[src/inc/tcr_pkg.sv]
// Shared constants and types of the timer control register block.
// Assumes a 32-bit Avalon-MM slave port with byte addressing.
package tcr_pkg;

  // ---------------------------------------------------------------
  // Bus geometry
  // ---------------------------------------------------------------
  localparam int TCR_AW = 10;
  localparam int TCR_DW = 32;
  localparam int TCR_IDX_LSB = 2;

  // ---------------------------------------------------------------
  // Register indices; byte address is four times the index
  // ---------------------------------------------------------------
  localparam logic [7:0] IDX_WAVE_EN = 8'h00;
  localparam logic [7:0] IDX_CTRL = 8'h01;
  localparam logic [7:0] IDX_SLOAD_LO = 8'h02;
  localparam logic [7:0] IDX_SLOAD_HI = 8'h03;
  localparam logic [7:0] IDX_LLOAD_LO = 8'h06;
  localparam logic [7:0] IDX_LLOAD_HI = 8'h07;
  localparam logic [7:0] IDX_IRQ_STAT = 8'h08;
  localparam logic [7:0] IDX_IRQ_MASK = 8'h09;
  localparam logic [7:0] IDX_GT_MODE = 8'hF1;
  localparam logic [7:0] IDX_GT_COUNT = 8'hF2;
  localparam logic [7:0] IDX_GT_PRE = 8'hF3;

  // ---------------------------------------------------------------
  // Field positions and fixed values
  // ---------------------------------------------------------------
  localparam int GT_LOAD_BIT = 2;
  localparam int GT_RUN_BIT = 3;
  localparam logic [1:0] GT_RSVD_VAL = 2'h3;
  localparam int PRE_SRC_BIT = 1;
  localparam int PRE_MODE_BIT = 0;
  localparam int WE_SHORT_EN = 0;
  localparam int WE_LONG_EN = 1;
  localparam int WE_SHORT_MOD = 2;
  localparam int WE_LONG_MOD = 3;
  localparam logic [7:0] GT_LAST = 8'h01;
  localparam logic [7:0] RST_BYTE = 8'h00;

  // Interrupt event bits
  localparam int EV_GT = 0;
  localparam int EV_SHORT = 1;
  localparam int EV_LONG = 2;
  localparam int NUM_EV = 3;

  // Transmit submodes and output combinations
  localparam logic [1:0] SUB_NORMAL = 2'h0;
  localparam logic [1:0] SUB_PINGPONG = 2'h1;
  localparam logic [1:0] SUB_FORCE0 = 2'h2;
  localparam logic [1:0] SUB_FORCE1 = 2'h3;
  localparam logic [1:0] LOG_AND = 2'h0;
  localparam logic [1:0] LOG_OR = 2'h1;
  localparam logic [1:0] LOG_NOR = 2'h2;
  localparam logic [1:0] LOG_NAND = 2'h3;

  // Common waveform-timer control layout, bit 7 down to bit 0
  typedef struct packed {
    logic demod;
    logic route_sel;
    logic [1:0] combine;
    logic [1:0] submode;
    logic init_short;
    logic init_long;
  } tcr_ctrl_t;

  // Short counter sequencing
  typedef enum logic [1:0] {SC_IDLE, SC_RUN, SC_STOP} tcr_sc_state_t;

endpackage

[src/core/tcr_timer_ctrl.sv]
// Timer control register block: general timer with prescaler and
// the paired short/long waveform counters, behind an Avalon-MM slave.
// Assumes inputs synchronous to mclk_i and a single bus master.
//
// Functional notes
// - Mode bit 2 written one reloads general timer
// - Mode bits 1:0 read 11, writes ignored
// - Prescaler: 8-bit register, 6-bit down-counter
// - Prescale bits 7:2 give modulo 1..64
// - Prescale bit1 clock source, bit0 count mode
// - Short 8-bit and long 16-bit counters
// - Control bit 7 selects demodulate or transmit
// - Bits 3:2 pick normal, ping-pong, forced levels
// - Bit 6 routes combined output to pin
// - Bits 5:4 combine outputs AND/OR/NOR/NAND
// - Long load high byte, read/write, reset zero
// - Long load low byte, read/write, reset zero
// - Disabled short output is inverted bit 1
// - Short start loads low or high by level
// - End-of-count stops or reloads per mode
`timescale 1ns/10ps
`default_nettype none
module tcr_timer_ctrl
  import tcr_pkg::*;
#(
  parameter int PRE_W = 6,
  parameter int SHORT_W = 8,
  parameter int LONG_W = 16
) (
  input wire logic mclk_i,
  input wire logic reset_n_i,
  input wire logic [TCR_AW-1:0] avs_address_i,
  input wire logic avs_read_i,
  input wire logic avs_write_i,
  input wire logic [TCR_DW-1:0] avs_writedata_i,
  input wire logic [3:0] avs_byteenable_i,
  output logic [TCR_DW-1:0] avs_readdata_o,
  output logic avs_waitrequest_o,
  input wire logic external_timer_input_pin_i,
  input wire logic current_pin_gpio_i,
  output logic general_timer_out_o,
  output logic short_counter_output_o,
  output logic long_counter_output_o,
  output logic controlled_current_pin_o,
  output logic irq_o
);

  // ---------------------------------------------------------------
  // Bus slave: one wait state, answer on the second edge
  // ---------------------------------------------------------------
  logic ack_q;
  logic req;
  logic wr_acc;
  logic rd_acc;
  logic [7:0] idx;
  logic [7:0] wbyte;
  logic wr_ok;
  logic [7:0] rd_mux;
  logic [TCR_DW-1:0] rdata_q;

  assign req = (avs_read_i || avs_write_i) && !ack_q;
  assign avs_waitrequest_o = (avs_read_i || avs_write_i) && !ack_q;
  assign wr_acc = avs_write_i && ack_q;
  assign rd_acc = avs_read_i && ack_q;
  assign idx = avs_address_i[TCR_AW-1:TCR_IDX_LSB];
  assign wbyte = avs_writedata_i[7:0];
  assign wr_ok = wr_acc && avs_byteenable_i[0];
  assign avs_readdata_o = rdata_q;

  // Ack pulse ends each access
  always_ff @(posedge mclk_i or negedge reset_n_i) begin
    if (!reset_n_i) begin
      ack_q <= 1'b0;
    end else begin
      ack_q <= req;
    end
  end

  // ---------------------------------------------------------------
  // Software registers
  // ---------------------------------------------------------------
  tcr_ctrl_t ctrl_q;
  logic [7:0] pre_q;
  logic [3:0] gt_upper_q;
  logic gt_run_q;
  logic [7:0] gt_init_q;
  logic [7:0] sload_lo_q;
  logic [7:0] sload_hi_q;
  logic [7:0] lload_lo_q;
  logic [7:0] lload_hi_q;
  logic [3:0] wave_en_q;
  logic [NUM_EV-1:0] mask_q;
  logic gt_eot;

  // Bus-written byte registers; all read back except gt_init_q
  always_ff @(posedge mclk_i or negedge reset_n_i) begin
    if (!reset_n_i) begin
      ctrl_q <= tcr_ctrl_t'(RST_BYTE);
      pre_q <= RST_BYTE;
      gt_upper_q <= '0;
      gt_init_q <= RST_BYTE;
      sload_lo_q <= RST_BYTE;
      sload_hi_q <= RST_BYTE;
      lload_lo_q <= RST_BYTE;
      lload_hi_q <= RST_BYTE;
      wave_en_q <= '0;
      mask_q <= '0;
    end else if (wr_ok) begin
      case (idx)
        IDX_CTRL: ctrl_q <= tcr_ctrl_t'(wbyte);
        IDX_GT_PRE: pre_q <= wbyte;
        IDX_GT_MODE: gt_upper_q <= wbyte[7:4];
        IDX_GT_COUNT: gt_init_q <= wbyte;
        IDX_SLOAD_LO: sload_lo_q <= wbyte;
        IDX_SLOAD_HI: sload_hi_q <= wbyte;
        IDX_LLOAD_LO: lload_lo_q <= wbyte;
        IDX_LLOAD_HI: lload_hi_q <= wbyte;
        IDX_WAVE_EN: wave_en_q <= wbyte[3:0];
        IDX_IRQ_MASK: mask_q <= wbyte[NUM_EV-1:0];
        default: ;
      endcase
    end
  end

  // Enable-count bit; single-pass end clears it
  always_ff @(posedge mclk_i or negedge reset_n_i) begin
    if (!reset_n_i) begin
      gt_run_q <= 1'b0;
    end else if (wr_ok && idx == IDX_GT_MODE) begin
      gt_run_q <= wbyte[GT_RUN_BIT];
    end else if (gt_eot && !pre_q[PRE_MODE_BIT]) begin
      gt_run_q <= 1'b0;
    end
  end

  // ---------------------------------------------------------------
  // General timer and its prescaler
  // ---------------------------------------------------------------
  logic gt_load;
  logic ext_prev_q;
  logic pre_pulse;
  logic pre_tick;
  logic [PRE_W-1:0] pre_cnt;
  logic [7:0] gt_cnt_q;
  logic gt_out_q;

  assign gt_load = wr_ok && idx == IDX_GT_MODE && wbyte[GT_LOAD_BIT];

  // Rising edges of the timer input pin
  always_ff @(posedge mclk_i or negedge reset_n_i) begin
    if (!reset_n_i) begin
      ext_prev_q <= 1'b0;
    end else begin
      ext_prev_q <= external_timer_input_pin_i;
    end
  end

  // Internal source counts every cycle, external counts pin edges
  assign pre_pulse = pre_q[PRE_SRC_BIT] ? 1'b1 :
                     (external_timer_input_pin_i && !ext_prev_q);

  tcr_prescaler #(
    .W(PRE_W)
  ) u_prescaler (
    .mclk_i(mclk_i),
    .reset_n_i(reset_n_i),
    .restart_i(gt_load),
    .pulse_i(pre_pulse),
    .modulo_i(pre_q[7:8-PRE_W]),
    .tick_o(pre_tick),
    .count_o(pre_cnt)
  );

  assign gt_eot = gt_run_q && pre_tick && gt_cnt_q == GT_LAST;

  // Down-counter with load and end-of-count handling
  always_ff @(posedge mclk_i or negedge reset_n_i) begin
    if (!reset_n_i) begin
      gt_cnt_q <= RST_BYTE;
    end else if (gt_load) begin
      gt_cnt_q <= gt_init_q;
    end else if (gt_eot && pre_q[PRE_MODE_BIT]) begin
      gt_cnt_q <= gt_init_q;
    end else if (gt_run_q && pre_tick) begin
      gt_cnt_q <= gt_cnt_q - GT_LAST;
    end
  end

  // Timer output: set by load, toggled at end-of-count
  always_ff @(posedge mclk_i or negedge reset_n_i) begin
    if (!reset_n_i) begin
      gt_out_q <= 1'b0;
    end else if (gt_load) begin
      gt_out_q <= 1'b1;
    end else if (gt_eot) begin
      gt_out_q <= !gt_out_q;
    end
  end

  // ---------------------------------------------------------------
  // Short and long waveform counters (transmit mode)
  // ---------------------------------------------------------------
  tcr_sc_state_t sc_state_q;
  logic [SHORT_W-1:0] sc_cnt_q;
  logic sc_out_q;
  logic sc_en_prev_q;
  logic sc_start;
  logic sc_end;
  logic [LONG_W-1:0] lc_cnt_q;
  logic lc_out_q;
  logic lc_run_q;
  logic lc_en_prev_q;
  logic lc_start;
  logic lc_end;
  logic pp_long_q;
  logic pingpong;
  logic transmit;
  logic lc_out_eff;

  assign transmit = !ctrl_q.demod;
  assign pingpong = ctrl_q.submode == SUB_PINGPONG;
  assign sc_start = wave_en_q[WE_SHORT_EN] && !sc_en_prev_q;
  assign lc_start = wave_en_q[WE_LONG_EN] && !lc_en_prev_q;
  assign sc_end = transmit && sc_state_q == SC_RUN && sc_cnt_q == '0
                  && !(pingpong && pp_long_q);
  assign lc_end = transmit && lc_run_q && lc_cnt_q == '0
                  && (!pingpong || pp_long_q);

  // Enable edge history
  always_ff @(posedge mclk_i or negedge reset_n_i) begin
    if (!reset_n_i) begin
      sc_en_prev_q <= 1'b0;
      lc_en_prev_q <= 1'b0;
    end else begin
      sc_en_prev_q <= wave_en_q[WE_SHORT_EN];
      lc_en_prev_q <= wave_en_q[WE_LONG_EN];
    end
  end

  // Short counter sequencing, count and output
  always_ff @(posedge mclk_i or negedge reset_n_i) begin
    if (!reset_n_i) begin
      sc_state_q <= SC_IDLE;
      sc_cnt_q <= '0;
      sc_out_q <= 1'b1;
    end else if (!wave_en_q[WE_SHORT_EN]) begin
      sc_state_q <= SC_IDLE;
      sc_out_q <= !ctrl_q.init_short;
    end else if (sc_start) begin
      sc_state_q <= SC_RUN;
      sc_out_q <= ctrl_q.init_short;
      sc_cnt_q <= ctrl_q.init_short ? sload_hi_q : sload_lo_q;
    end else if (lc_end && pingpong && sc_state_q == SC_STOP) begin
      sc_state_q <= SC_RUN;
      sc_cnt_q <= sc_out_q ? sload_hi_q : sload_lo_q;
    end else begin
      case (sc_state_q)
        SC_RUN: begin
          if (sc_end) begin
            sc_out_q <= !sc_out_q;
            sc_cnt_q <= sc_out_q ? sload_lo_q : sload_hi_q;
            if (pingpong || !wave_en_q[WE_SHORT_MOD]) begin
              sc_state_q <= SC_STOP;
            end
          end else if (transmit && !(pingpong && pp_long_q)) begin
            sc_cnt_q <= sc_cnt_q - SHORT_W'(1);
          end
        end
        SC_IDLE: sc_state_q <= SC_IDLE;
        SC_STOP: sc_state_q <= SC_STOP;
        default: sc_state_q <= SC_IDLE;
      endcase
    end
  end

  // Ping-pong turn: long runs after short ends, short after long
  always_ff @(posedge mclk_i or negedge reset_n_i) begin
    if (!reset_n_i) begin
      pp_long_q <= 1'b0;
    end else if (!pingpong) begin
      pp_long_q <= 1'b0;
    end else if (sc_end) begin
      pp_long_q <= 1'b1;
    end else if (lc_end) begin
      pp_long_q <= 1'b0;
    end
  end

  // Long counter count, run flag and output
  always_ff @(posedge mclk_i or negedge reset_n_i) begin
    if (!reset_n_i) begin
      lc_cnt_q <= '0;
      lc_run_q <= 1'b0;
      lc_out_q <= 1'b0;
    end else if (!wave_en_q[WE_LONG_EN]) begin
      lc_run_q <= 1'b0;
      lc_out_q <= ctrl_q.init_long;
    end else if (lc_start) begin
      lc_run_q <= 1'b1;
      lc_out_q <= ctrl_q.init_long;
      lc_cnt_q <= {lload_hi_q, lload_lo_q};
    end else if (lc_end) begin
      lc_out_q <= !lc_out_q;
      lc_cnt_q <= {lload_hi_q, lload_lo_q};
      lc_run_q <= pingpong || wave_en_q[WE_LONG_MOD];
    end else if (transmit && lc_run_q && (!pingpong || pp_long_q)) begin
      lc_cnt_q <= lc_cnt_q - LONG_W'(1);
    end
  end

  // Forced submodes override the long counter output
  always_comb begin
    case (ctrl_q.submode)
      SUB_FORCE0: lc_out_eff = 1'b0;
      SUB_FORCE1: lc_out_eff = 1'b1;
      default: lc_out_eff = lc_out_q;
    endcase
  end

  // ---------------------------------------------------------------
  // Output combination and pin routing
  // ---------------------------------------------------------------
  logic combined;

  always_comb begin
    case (ctrl_q.combine)
      LOG_AND: combined = sc_out_q & lc_out_eff;
      LOG_OR: combined = sc_out_q | lc_out_eff;
      LOG_NOR: combined = !(sc_out_q | lc_out_eff);
      LOG_NAND: combined = !(sc_out_q & lc_out_eff);
      default: combined = 1'b0;
    endcase
  end

  assign controlled_current_pin_o = ctrl_q.route_sel ? combined : current_pin_gpio_i;
  assign general_timer_out_o = gt_out_q;
  assign short_counter_output_o = sc_out_q;
  assign long_counter_output_o = lc_out_eff;

  // ---------------------------------------------------------------
  // Interrupts: sticky status, cleared by reading, set wins
  // ---------------------------------------------------------------
  logic [NUM_EV-1:0] stat_q;
  logic [NUM_EV-1:0] events;
  logic stat_rd;

  assign events = {lc_end, sc_end, gt_eot};
  assign stat_rd = rd_acc && idx == IDX_IRQ_STAT;

  always_ff @(posedge mclk_i or negedge reset_n_i) begin
    if (!reset_n_i) begin
      stat_q <= '0;
    end else begin
      stat_q <= (stat_rd ? '0 : stat_q) | events;
    end
  end

  assign irq_o = |(stat_q & mask_q);

  // ---------------------------------------------------------------
  // Read data
  // ---------------------------------------------------------------
  always_comb begin
    case (idx)
      IDX_CTRL: rd_mux = ctrl_q;
      IDX_GT_PRE: rd_mux = pre_q;
      IDX_GT_MODE: rd_mux = {gt_upper_q, gt_run_q, 1'b0, GT_RSVD_VAL};
      IDX_GT_COUNT: rd_mux = gt_cnt_q;
      IDX_SLOAD_LO: rd_mux = sload_lo_q;
      IDX_SLOAD_HI: rd_mux = sload_hi_q;
      IDX_LLOAD_LO: rd_mux = lload_lo_q;
      IDX_LLOAD_HI: rd_mux = lload_hi_q;
      IDX_WAVE_EN: rd_mux = {4'h0, wave_en_q};
      IDX_IRQ_STAT: rd_mux = {5'h00, stat_q};
      IDX_IRQ_MASK: rd_mux = {5'h00, mask_q};
      default: rd_mux = 8'h00;
    endcase
  end

  // Captured in the wait cycle, stands through the answer edge
  always_ff @(posedge mclk_i or negedge reset_n_i) begin
    if (!reset_n_i) begin
      rdata_q <= '0;
    end else if (req && avs_read_i) begin
      rdata_q <= {24'h000000, rd_mux};
    end
  end
endmodule
`default_nettype wire

[src/core/tcr_prescaler.sv]
// Divide-by-n prescaler feeding the general timer.
// Assumes count pulses synchronous to mclk_i, one cycle each.
`timescale 1ns/10ps
`default_nettype none
module tcr_prescaler #(
  parameter int W = 6
) (
  input wire logic mclk_i,
  input wire logic reset_n_i,
  input wire logic restart_i,
  input wire logic pulse_i,
  input wire logic [W-1:0] modulo_i,
  output logic tick_o,
  output logic [W-1:0] count_o
);

  logic [W-1:0] cnt_q;
  logic [W-1:0] reload;

  // Field value n divides by n, zero divides by two to the W
  assign reload = modulo_i - W'(1);

  // ---------------------------------------------------------------
  // Down-counter
  // ---------------------------------------------------------------
  always_ff @(posedge mclk_i or negedge reset_n_i) begin
    if (!reset_n_i) begin
      cnt_q <= '0;
    end else if (restart_i) begin
      cnt_q <= reload;
    end else if (pulse_i) begin
      cnt_q <= (cnt_q == '0) ? reload : cnt_q - W'(1);
    end
  end

  assign tick_o = pulse_i && (cnt_q == '0) && !restart_i;
  assign count_o = cnt_q;

endmodule
`default_nettype wire

[config.mk]
export PLATFORM = sky130hd
export DESIGN_NAME = tcr_timer_ctrl
export DESIGN_NICKNAME = d
export VERILOG_FILES = /design/src/inc/tcr_pkg.sv /design/src/core/tcr_timer_ctrl.sv /design/src/core/tcr_prescaler.sv
export SDC_FILE = /design/constraint.sdc
export NUM_CORES = 1
export LEC_CHECK = 0
export BUFFER_PORTS_ARGS = -buffer_cell sky130_fd_sc_hd__buf_2
export CAP_MARGIN = 20
export CORE_AREA = 2 2 111 113
export DETAILED_ROUTE_END_ITERATION = 8
export DIE_AREA = 0 0 113 115
export PLACE_DENSITY = 0.86
export SLEW_MARGIN = 10
export SYNTH_ARGS = -nofsm -noshare
export SYNTH_HDL_FRONTEND = slang
export SYNTH_SLANG_ARGS = --single-unit
[constraint.sdc]
create_clock -name mclk_i -period 6.5 [get_ports mclk_i]
set_input_delay 0 -clock mclk_i [delete_from_list [all_inputs] [get_ports mclk_i]]
set_output_delay 0 -clock mclk_i [all_outputs]
set_load 0.05 [all_outputs]
==> results.toml, run 1 <==
[logic_synthesis]
synth_compound_area_frac = 0.160
yosys_warnings = 0
synth_top_family_by_area = "simple AND/OR/NAND/NOR gates"
synth_top_area_frac = 0.438
synth-main-ff-cell = "dfrtp_1"
synthTopCellsByArea = "dfrtp_1 (44%), mux2_2 (12%), a21oi_1 (3.3%), o21ai_0 (3.2%), nor2_1 (2.9%)"
synth_cells = 732
synth_area_um2 = 7260
ys_seq_area_frac = 0.441
synthMuxAreaShare = 0.137
synth-edff-count = 0
synth_fa_ha_area_frac = 0.0155
synth-seq-cells = 128
ys_types = 70
synth_area_per_cell_um2 = 9.92
synthArstFlopShare = 1.00
synth_xor_area_frac = 0.0229
synth_simple_gate_area_frac = 0.167
synth.largest_area_cell = "dfrtp_1"

[die]
core_area_um2 = 11800
die_h_um = 115
row_count = 40
start_util = 0.615
die-area_um2 = 13000
io_pins = 90
die_w_um = 113

[drt]
drc = 1
num_vias = 6193
drtIter0Drc = 598
ant_nets = 0
dr.pass1.iters = 7
vias_per_cell = 6.70
wl_um = 19800
wl_per_cell_um = 21.4

[sta]
grt_setup_unrepaired = "no"
final_hold_viol_count = 0
relSlewSlack = 0.321
fin_crit_sh = 0.499
fin_crit_ps = 3240
finalClockSkew_ps = 6.05
fmax_mhz = 308
final_max_slew_viol_count = 0
postLayoutSetupSlackWorst_ps = 3260
setup_viol = 0
tightestPinTransition_ps = 1020
holdWs_ps = 44.8
final.setup.tns_ps = 0

[clock_tree]
cts_root_buffer = "clkbuf_16"
cts_tree = "yes"
cts.htree.levels = 4
cts_made_buffers = 17
cts_sinks = 128
insertion_delay_ps = 430
clk_path_buf_depth = 2
clkTransAtPathRegs_ps = 60

[pwr]
power.share.switching = 0.321
p_sw_mw = 0.769
intPower_mw = 1.63
pwr-share-seq = 0.404
p_clk_frac = 0.386
vdd_drop_max_uv = 216
power.leakage_nw = 3.66
comb_power_share = 0.210
power_density_nw_per_um2 = 297

[cells_and_area]
drive_gt1_frac = 0.213
finalNonFillerCells = 925
final_nets = 826
num_antenna_cells = 0
syn2layout_area_growth_pct = 11.3
seq_area_um2 = 3200
fill_cells = 858
multi_input_area_um2 = 3750

[setup_path]
startpoint_type = "flip-flop"
worst-path-buf-inv = 1
worst_path_largest_cell_delay_ps = 940
worst_setup_path_end_kind = "flip-flop"
cp_cell_sequence = "inv_1, ha_1, nor4b_1, o2111ai_1, o22ai_2, o21ai_0, nand2_1, o21ai_0"
crit_fanout = 28
slowest_stage = "o22ai_2"
critPathKind = "flip-flop to flip-flop"
path_common_cell = "o21ai_0"
cp.required_ps = 6780
path_delay_family = "compound AO/OA/AOI/OAI gates"
crit_arrival_ps = 3520

[hold_path]
hold_path_class = "input pin to flip-flop"

[placed_design]
dp_cells = 881
post-place-ws_ps = 3330
place.gp.congestion = 0.969
numPortBuffers = 36
hpwl_um = 13400

[global_route]
grt_antenna_before_repair = 0
grt_pass1_vias = 5834
grt_use_total = 0.314
grt_pass1_wl_um = 31200
grt-ovfl-total = 0
grt_start_max_net_pins = 67

[status]
status = "complete, but fails checks"
violations = "DRC"

[flow_run]
maxCapViolCount = 0
==> cells by family (layout without fill, tap and decap cells) <==
kind of cell	Yosys count	count (layout)
fa+ha+maj	9	9
compound gates	180	180
flops	128	128
simple gates	227	227
xor+xnor	19	19
other cells	1	24
mux	90	90
buf+inv	78	101
==> metal layers <==
layer | global-route usage | share of wire
met4 | 0.167 | 0.046
met2 | 0.509 | 0.49
met3 | 0.0585 | 0.077
met5 | 0 | 0
met1 | 0.403 | 0.39
==> per-stage QoR <==
stage           util  area [um2]  total power, mW
6_report       0.684        8080             2.40
3_5_place_dp   0.627        7400             1.47
4_1_cts        0.682        8060             2.39
2_1_floorplan      -        7350             1.35
3_3_place_gp   0.627        7400             1.43
5_1_grt        0.684        8080             2.50
==> power groups by stage <==
stage / clock [mW] / combinational [mW] / sequential (mW)
2_1_floorplan: 0 / 0.395 / 0.951
3_3_place_gp: 0 / 0.464 / 0.970
3_5_place_dp: 0 / 0.487 / 0.978
4_1_cts: 0.925 / 0.495 / 0.966
5_1_grt: 0.960 / 0.556 / 0.982
6_report: 0.926 / 0.504 / 0.969
==> cells in the mapped netlist (4+ instances only) <==
cell,n
dfrtp_1,127
mux2_2,76
nor2_1,56
a21oi_1,48
nand2_1,48
o21ai_0,47
buf_4,25
clkbuf_1,24
nor3_1,21
inv_1,19
nor4_1,15
mux2i_1,14
a22oi_1,13
nand3_1,12
o22ai_1,12
or3_1,12
xnor2_1,12
a22o_1,9
ha_1,9
a211oi_1,8
nand4_1,8
nor2b_1,8
nor3b_1,8
xor2_1,7
buf_2,6
and3_1,5
nand2b_1,5
or4_1,5
a31oi_1,4
nor3_2,4
==> worst reg2reg max path, stage by stage, from the launching register on <==
cell and delay (ps):
dfrtp_1 400, inv_1 110, ha_1 150, nor4b_1 460, o2111ai_1 550, o22ai_2 940, o21ai_0 280, nand2_1 130
o21ai_0 90
==> cell usage in the layout, fill, tap and decap left out, drive strengths merged, types with 14 or more instances in the layout <==
cell type,Yosys,layout
dfrtp,127,127
mux2,76,76
nor2,56,56
o21ai,51,51
nand2,48,48
a21oi,48,48
buf,35,40
nor3,25,25
conb,1,24
clkbuf,24,23
inv,19,19
nor4,15,15
mux2i,14,14
==> area by class of cell <==
| class | count | share of cell area |
|---|---|---|
| multi-input combinational | 549 | 0.464 |
| sequential | 128 | 0.397 |
| clock buffer | 22 | 0.0562 |
| timing repair buffer | 50 | 0.0378 |
| tap | 147 | 0.0228 |
| clock inverter | 10 | 0.0139 |
| inverter | 19 | 0.00882 |
==> state kept, by name, summed over array words and instances, names as in the netlist, 3 cells and up <==
signal and flops:
lc_cnt_q 16, avs_readdata_o 8, ctrl_q 8, gt_cnt_q 8, gt_init_q 8, lload_hi_q 8, lload_lo_q 8, pre_q 8
sc_cnt_q 8, sload_hi_q 8, sload_lo_q 8, u_prescaler.count_o 6, gt_upper_q 4, wave_en_q 4, mask_q 3, stat_q 3
==> final timing paths <==
kind / start / end / slack, ps / cells past startpoint
setup / recovery: lc_cnt_q[0] / lc_cnt_q[11] / 3260 / 8
hold / removal: avs_writedata_i[6] / gt_init_q[6] / 40 / 2
setup reg to reg: lc_cnt_q[0] / lc_cnt_q[11] / 3260 / 8
hold reg to reg: wave_en_q[1] / lc_en_prev_q / 450 / 0
max in group asynchronous: reset_n_i / lc_run_q / 4940 / 3
min in group asynchronous: reset_n_i / lc_cnt_q[3] / 230 / 2
==> timing repair <==
item	in CTS	in global routing
hold endpoints to repair	90	0
setup buffers	0	0
hold buffers	9	0
gates resized for setup	0	0
endpoints found under the setup margin	0	0
Note: power is estimated with default switching activity, not from simulation.
==> run 2, diff against run 1 <==
--- a/config.mk
+++ b/config.mk
@@ -7,10 +7,10 @@
 export LEC_CHECK = 0
 export BUFFER_PORTS_ARGS = -buffer_cell sky130_fd_sc_hd__buf_2
 export CAP_MARGIN = 20
-export CORE_AREA = 2 2 111 113
+export CORE_AREA = 2 2 121 123
 export DETAILED_ROUTE_END_ITERATION = 8
-export DIE_AREA = 0 0 113 115
-export PLACE_DENSITY = 0.86
+export DIE_AREA = 0 0 123 125
+export PLACE_DENSITY = 0.77
 export SLEW_MARGIN = 10
 export SYNTH_ARGS = -nofsm -noshare
 export SYNTH_HDL_FRONTEND = slang
==> constraint.sdc (replaced) <==
create_clock -name mclk_i -period 2.8 [get_ports mclk_i]
set_input_delay 0 -clock mclk_i [delete_from_list [all_inputs] [get_ports mclk_i]]
set_output_delay 0 -clock mclk_i [all_outputs]
set_load 0.05 [all_outputs]
==> run 2 against run 1 <==
Flip-flop and latch count stayed put. Clock power up 120%. The run now ends clean. Sequential power up 130%. Register-to-register slack worse by 3000 ps. Largest power group unchanged. Combinational power up 140%.
==> results.toml, run 2 (synthesis results as in run 1) <==
[setup_path]
startpoint = "lc_cnt_q[4]"
critPathKind = "flip-flop to flip-flop"
path_common_cell = "o21ai_4"
worst-path-buf-inv = 0
cp_cell_sequence = "or3_1, or4_4, o21ai_4, o21ai_4, nor4_1, a22oi_1"
slowest_stage = "or4_4"
crit_fanout = 15
cp.required_ps = 3090
path_delay_family = "simple AND/OR/NAND/NOR gates"
crit_arrival_ps = 2780
worst_path_largest_cell_delay_ps = 610
worst_setup_path_end_kind = "flip-flop"
reg2reg_depth = 6
worst-path-stages = 6
startpoint_type = "flip-flop"
r2r_start = "lc_cnt_q[4]"

[sta]
final_hold_viol_count = 0
fmax_mhz = 401
setup_viol = 0
tightestPinTransition_ps = 1090
fin_crit_sh = 0.891
fin_crit_ps = 2490
grt_setup_unrepaired = "no"
relSlewSlack = 0.271
final.setup.tns_ps = 0
final_max_slew_viol_count = 0
finalClockSkew_ps = 10.8

[die]
start_util = 0.511
die_w_um = 123
die-area_um2 = 15400
die_h_um = 125
core_area_um2 = 14200
row_count = 44
io_pins = 90

[drt]
wl_um = 18700
dr.pass1.iters = 6
num_vias = 5996
ant_nets = 0
drc = 0
vias_per_cell = 6.14
wl_per_cell_um = 19.2
drtIter0Drc = 600

[pwr]
pwr-share-seq = 0.413
comb_power_share = 0.219
power.leakage_nw = 3.73
p_clk_frac = 0.367
power_density_nw_per_um2 = 662
p_sw_mw = 1.76
intPower_mw = 3.68
vdd_drop_max_uv = 373
power.share.switching = 0.323

[cells_and_area]
num_antenna_cells = 0
drive_gt1_frac = 0.227
largest_reg_flops = 16
final_common_cell = "dfrtp_1"
mostFrequentLayoutCells = "dfrtp_1 (127), mux2_2 (76), nor2_1 (56), a21oi_1 (48), nand2_1 (48)"
largest_register = "lc_cnt_q"
design_area_um2 = 8230
syn2layout_area_growth_pct = 13.3
final_nets = 841

[clock_tree]
clk_path_buf_depth = 2
insertion_delay_ps = 420
cts_tree = "yes"
cts_sinks = 128
cts.htree.levels = 4
cts_setup_buffers = 0
cts_root_buffer = "clkbuf_16"
cts_made_buffers = 17
clkTransAtPathRegs_ps = 60

[global_route]
grt_use_total = 0.255
grt_pass1_wl_um = 30200
grt_pass1_vias = 5581
grt-ovfl-total = 0
grt_start_max_net_pins = 58
grt_antenna_before_repair = 0

[placed_design]
place_area_um2 = 7600
hpwl_um = 13100
place.gp.congestion = 0.888
numPortBuffers = 36

[status]
status = "completed"

[flow_run]
maxCapViolCount = 0

[hold_path]
hold-path-cell-count = 2
holdCritStartpoint = "avs_writedata_i[0]"
hold_path_class = "input pin to flip-flop"
[run 2: stage by stage]
step / hold slack (ps) / util / setup WS [ps] / instances / power [mW]
floorplan: -296 / - / 464 / 755 / 3.13
global placement: 106 / 0.535 / 374 / 936 / 3.39
detailed placement: 112 / 0.535 / 335 / 936 / 3.42
CTS: 35.3 / 0.579 / 259 / 976 / 5.43
global route: 37.0 / 0.579 / 156 / 976 / 5.72
finish: 46.1 / 0.579 / 306 / 976 / 5.44
[run 2: layout make-up]
type | instances | area (um2)
Fill cell | 1223 | 5980
Multi-Input combinational cell | 549 | 3750
Clock buffer | 21 | 440
Timing Repair Buffer | 65 | 435
Sequential cell | 128 | 3200
Inverter | 19 | 71.3
Clock inverter | 10 | 91.3
Tap cell | 184 | 230
[run 2: power by group through the flow]
stage	Clock [mW]	Sequential (mW)	Combinational, mW
floorplan	0	2.21	0.918
global placement	0	2.26	1.13
detailed placement	0	2.27	1.16
CTS	2.01	2.24	1.18
global route	2.11	2.29	1.32
finish	2.00	2.25	1.19
[run 2: worst paths after layout]
path	to	slack (ps)
max	sc_cnt_q[0]	310
min	pre_q[0]	50
max reg2reg	sc_cnt_q[0]	310
min reg2reg	lc_en_prev_q	460
max in group asynchronous	gt_init_q[0]	1810
min in group asynchronous	avs_readdata_o[0]	200
[run 2: per-layer routing]
| metal | up-vias | track usage | routed length, um |
|---|---|---|---|
| met5 | - | 0 | 0 |
| met3 | 39 | 0.0529 | 1260 |
| met1 | 2967 | 0.361 | 7970 |
| li1 | 2754 | - | - |
| met4 | 0 | 0.0802 | 458 |
| met2 | 236 | 0.393 | 9020 |
[run 2: timing repair]
| item | 4_1_cts | 5_1_grt |
|---|---|---|
| endpoints found under the setup margin | 0 | 1 |
| hold buffers | 9 | 0 |
| resized for setup | 0 | 1 |
| hold endpoints to repair | 83 | 0 |
[run 2: worst register-to-register path, cell delays in order (launching register included)]
cell and delay (ps):
dfrtp_1 430, or3_1 540, or4_4 610, o21ai_4 200
o21ai_4 150, nor4_1 340, a22oi_1 100
==> run 3, diff against run 2 <==
--- a/config.mk
+++ b/config.mk
@@ -10,7 +10,7 @@
 export CORE_AREA = 2 2 121 123
 export DETAILED_ROUTE_END_ITERATION = 8
 export DIE_AREA = 0 0 123 125
-export PLACE_DENSITY = 0.77
+export PLACE_DENSITY = 0.75
 export SLEW_MARGIN = 10
 export SYNTH_ARGS = -nofsm -noshare
 export SYNTH_HDL_FRONTEND = slang
==> constraint.sdc (replaced) <==
create_clock -name mclk_i -period 2.8 [get_ports mclk_i]
set_input_delay 0.14 -clock mclk_i [delete_from_list [all_inputs] [get_ports mclk_i]]
set_output_delay 0.14 -clock mclk_i [all_outputs]
set_load 0.05 [all_outputs]
==> run 3 against run 2 <==
Combinational power about the same. Fmax is 6.6% lower. Critical path depth stayed put. Die area unchanged. Flip-flop and latch count unchanged. Cell area is essentially flat. Setup slack got worse by 180 ps. Worst hold slack worse by 19 ps. Sequential share of layout area about the same. Clock skew fell by 0.93 ps. Register-to-register slack worse by 180 ps. Count of clock-buffer cells in the layout increased by 1. Largest power group unchanged.
==> results.toml, run 3 (synthesis results as in run 1) <==
[setup_path]
critPathKind = "flip-flop to flip-flop"
startpoint = "lc_cnt_q[4]"
slowest_stage = "or4_4"
cp_cell_sequence = "or3_1, or4_4, o21ai_2, o21ai_0, nor4_1, a221o_1"
startpoint_type = "flip-flop"
worst_setup_path_end_kind = "flip-flop"
cp.required_ps = 3160
r2r_start = "lc_cnt_q[4]"
crit_fanout = 8
worst_path_largest_cell_delay_ps = 610
crit_arrival_ps = 3030

[sta]
relSlewSlack = 0.329
fin_crit_sh = 0.954
fin_crit_ps = 2670
setup_viol = 0
final_max_slew_viol_count = 0
final_hold_viol_count = 0
grt_setup_unrepaired = "no"
fmax_mhz = 374
final.setup.tns_ps = 0
tightestPinTransition_ps = 1000
finalClockSkew_ps = 9.87

[pwr]
vdd_drop_max_uv = 353
power.leakage_nw = 3.74
power_density_nw_per_um2 = 693
p_total_mw = 5.71

[hold_path]
holdCritStartpoint = "avs_read_i"
hold_path_class = "input pin to flip-flop"

[global_route]
grt_antenna_before_repair = 0
grt-ovfl-total = 0
grt_pass1_vias = 5935
grt_pass1_wl_um = 32200
grt_use_total = 0.275
grt_start_max_net_pins = 56

[die]
core_area_um2 = 14200
io_pins = 90
die_h_um = 125
die-area_um2 = 15400
die_w_um = 123
row_count = 44
start_util = 0.511

[drt]
wl_um = 20000
ant_nets = 0
num_vias = 6060
dr.pass1.iters = 6
wl_per_cell_um = 20.6
vias_per_cell = 6.25
drtIter0Drc = 666
drc = 0

[clock_tree]
cts_root_buffer = "clkbuf_16"
cts_sinks = 128
cts_setup_buffers = 0
insertion_delay_ps = 420
cts_made_buffers = 17
cts.htree.levels = 4
clkTransAtPathRegs_ps = 60
cts_tree = "yes"
clk_path_buf_depth = 2

[cells_and_area]
syn2layout_area_growth_pct = 13.4
mostFrequentLayoutCells = "dfrtp_1 (127), mux2_2 (76), nor2_1 (56), a21oi_1 (48), nand2_1 (48)"
seq_area_um2 = 3200
fill_cells = 1214
final_nets = 834
multi_input_area_um2 = 3750
num_antenna_cells = 0
largest_register = "lc_cnt_q"
largest_reg_flops = 16
final_common_cell = "dfrtp_1"
drive_gt1_frac = 0.229

[placed_design]
place.gp.congestion = 0.930
hpwl_um = 14100
numPortBuffers = 36

[status]
status = "completed"

[flow_run]
maxCapViolCount = 0
-- run 3: cell types whose count changed in the layout (fill, tap and decap cells not counted) --
cell,change
dlygate4sd3_1,-6
buf_4,-2
bufinv_16,+2
clkbuf_8,+2
buf_12,+1
clkbuf_1,-1
clkinv_4,-1
clkinvlp_4,-1
nor4b_1,+1
nor4b_2,-1
-- run 3: per-stage QoR --
| step | cells | utilization | hold slack, ps | setup WS [ps] | area (um2) |
|---|---|---|---|---|---|
| floorplan | 755 | - | -156 | 367 | 7350 |
| global placement | 935 | 0.535 | 123 | 359 | 7600 |
| detailed placement | 935 | 0.535 | 119 | 304 | 7600 |
| CTS | 970 | 0.580 | 10.9 | 223 | 8230 |
| global route | 970 | 0.580 | 53.5 | 89.3 | 8230 |
| finish | 970 | 0.580 | 27.2 | 128 | 8230 |
-- run 3: metal layers --
layer	GRT usage	vias up	wire (um)
met5	0	-	0
met4	0.126	0	732
met3	0.0557	50	1310
met2	0.444	256	10000
met1	0.355	3011	7940
li1	-	2743	-
-- run 3: worst max-delay path: cells and delay by family, from the launching register on --
family	cells	cell delay (ps)
flip-flops	1	450
AND/OR/NAND/NOR	3	1500
AO/OA/AOI/OAI	3	660
-- run 3: what timing repair did --
item | in CTS | in global routing
hold buffers | 3 | 0
endpoints found under the hold margin | 32 | 0
gates resized for setup | 0 | 0
-- run 3: cell type report --
type	count	share of cell area
clock inverter	10	0.0164
sequential	128	0.389
multi-input combinational	549	0.455
timing repair buffer	58	0.0462
tap	184	0.0280
inverter	19	0.00866
clock buffer	22	0.0564
-- run 3: worst paths after layout --
| check | to | cells after the start | slack, ps |
|---|---|---|---|
| max | sc_cnt_q[2] | 6 | 130 |
| min | ack_q | 3 | 30 |
| max reg2reg | sc_cnt_q[2] | 6 | 130 |
| min reg2reg | lc_en_prev_q | 0 | 450 |
| max in group asynchronous | gt_cnt_q[0] | 3 | 1680 |
| min in group asynchronous | lc_cnt_q[12] | 2 | 210 |
-- run 3: power by group --
part / leakage (nW) / switching, mW / internal [mW]
logic: 1.74 / 0.766 / 0.438
registers: 1.71 / 0.212 / 2.04
clock network: 0.294 / 0.806 / 1.44
total: 3.74 / 1.78 / 3.92
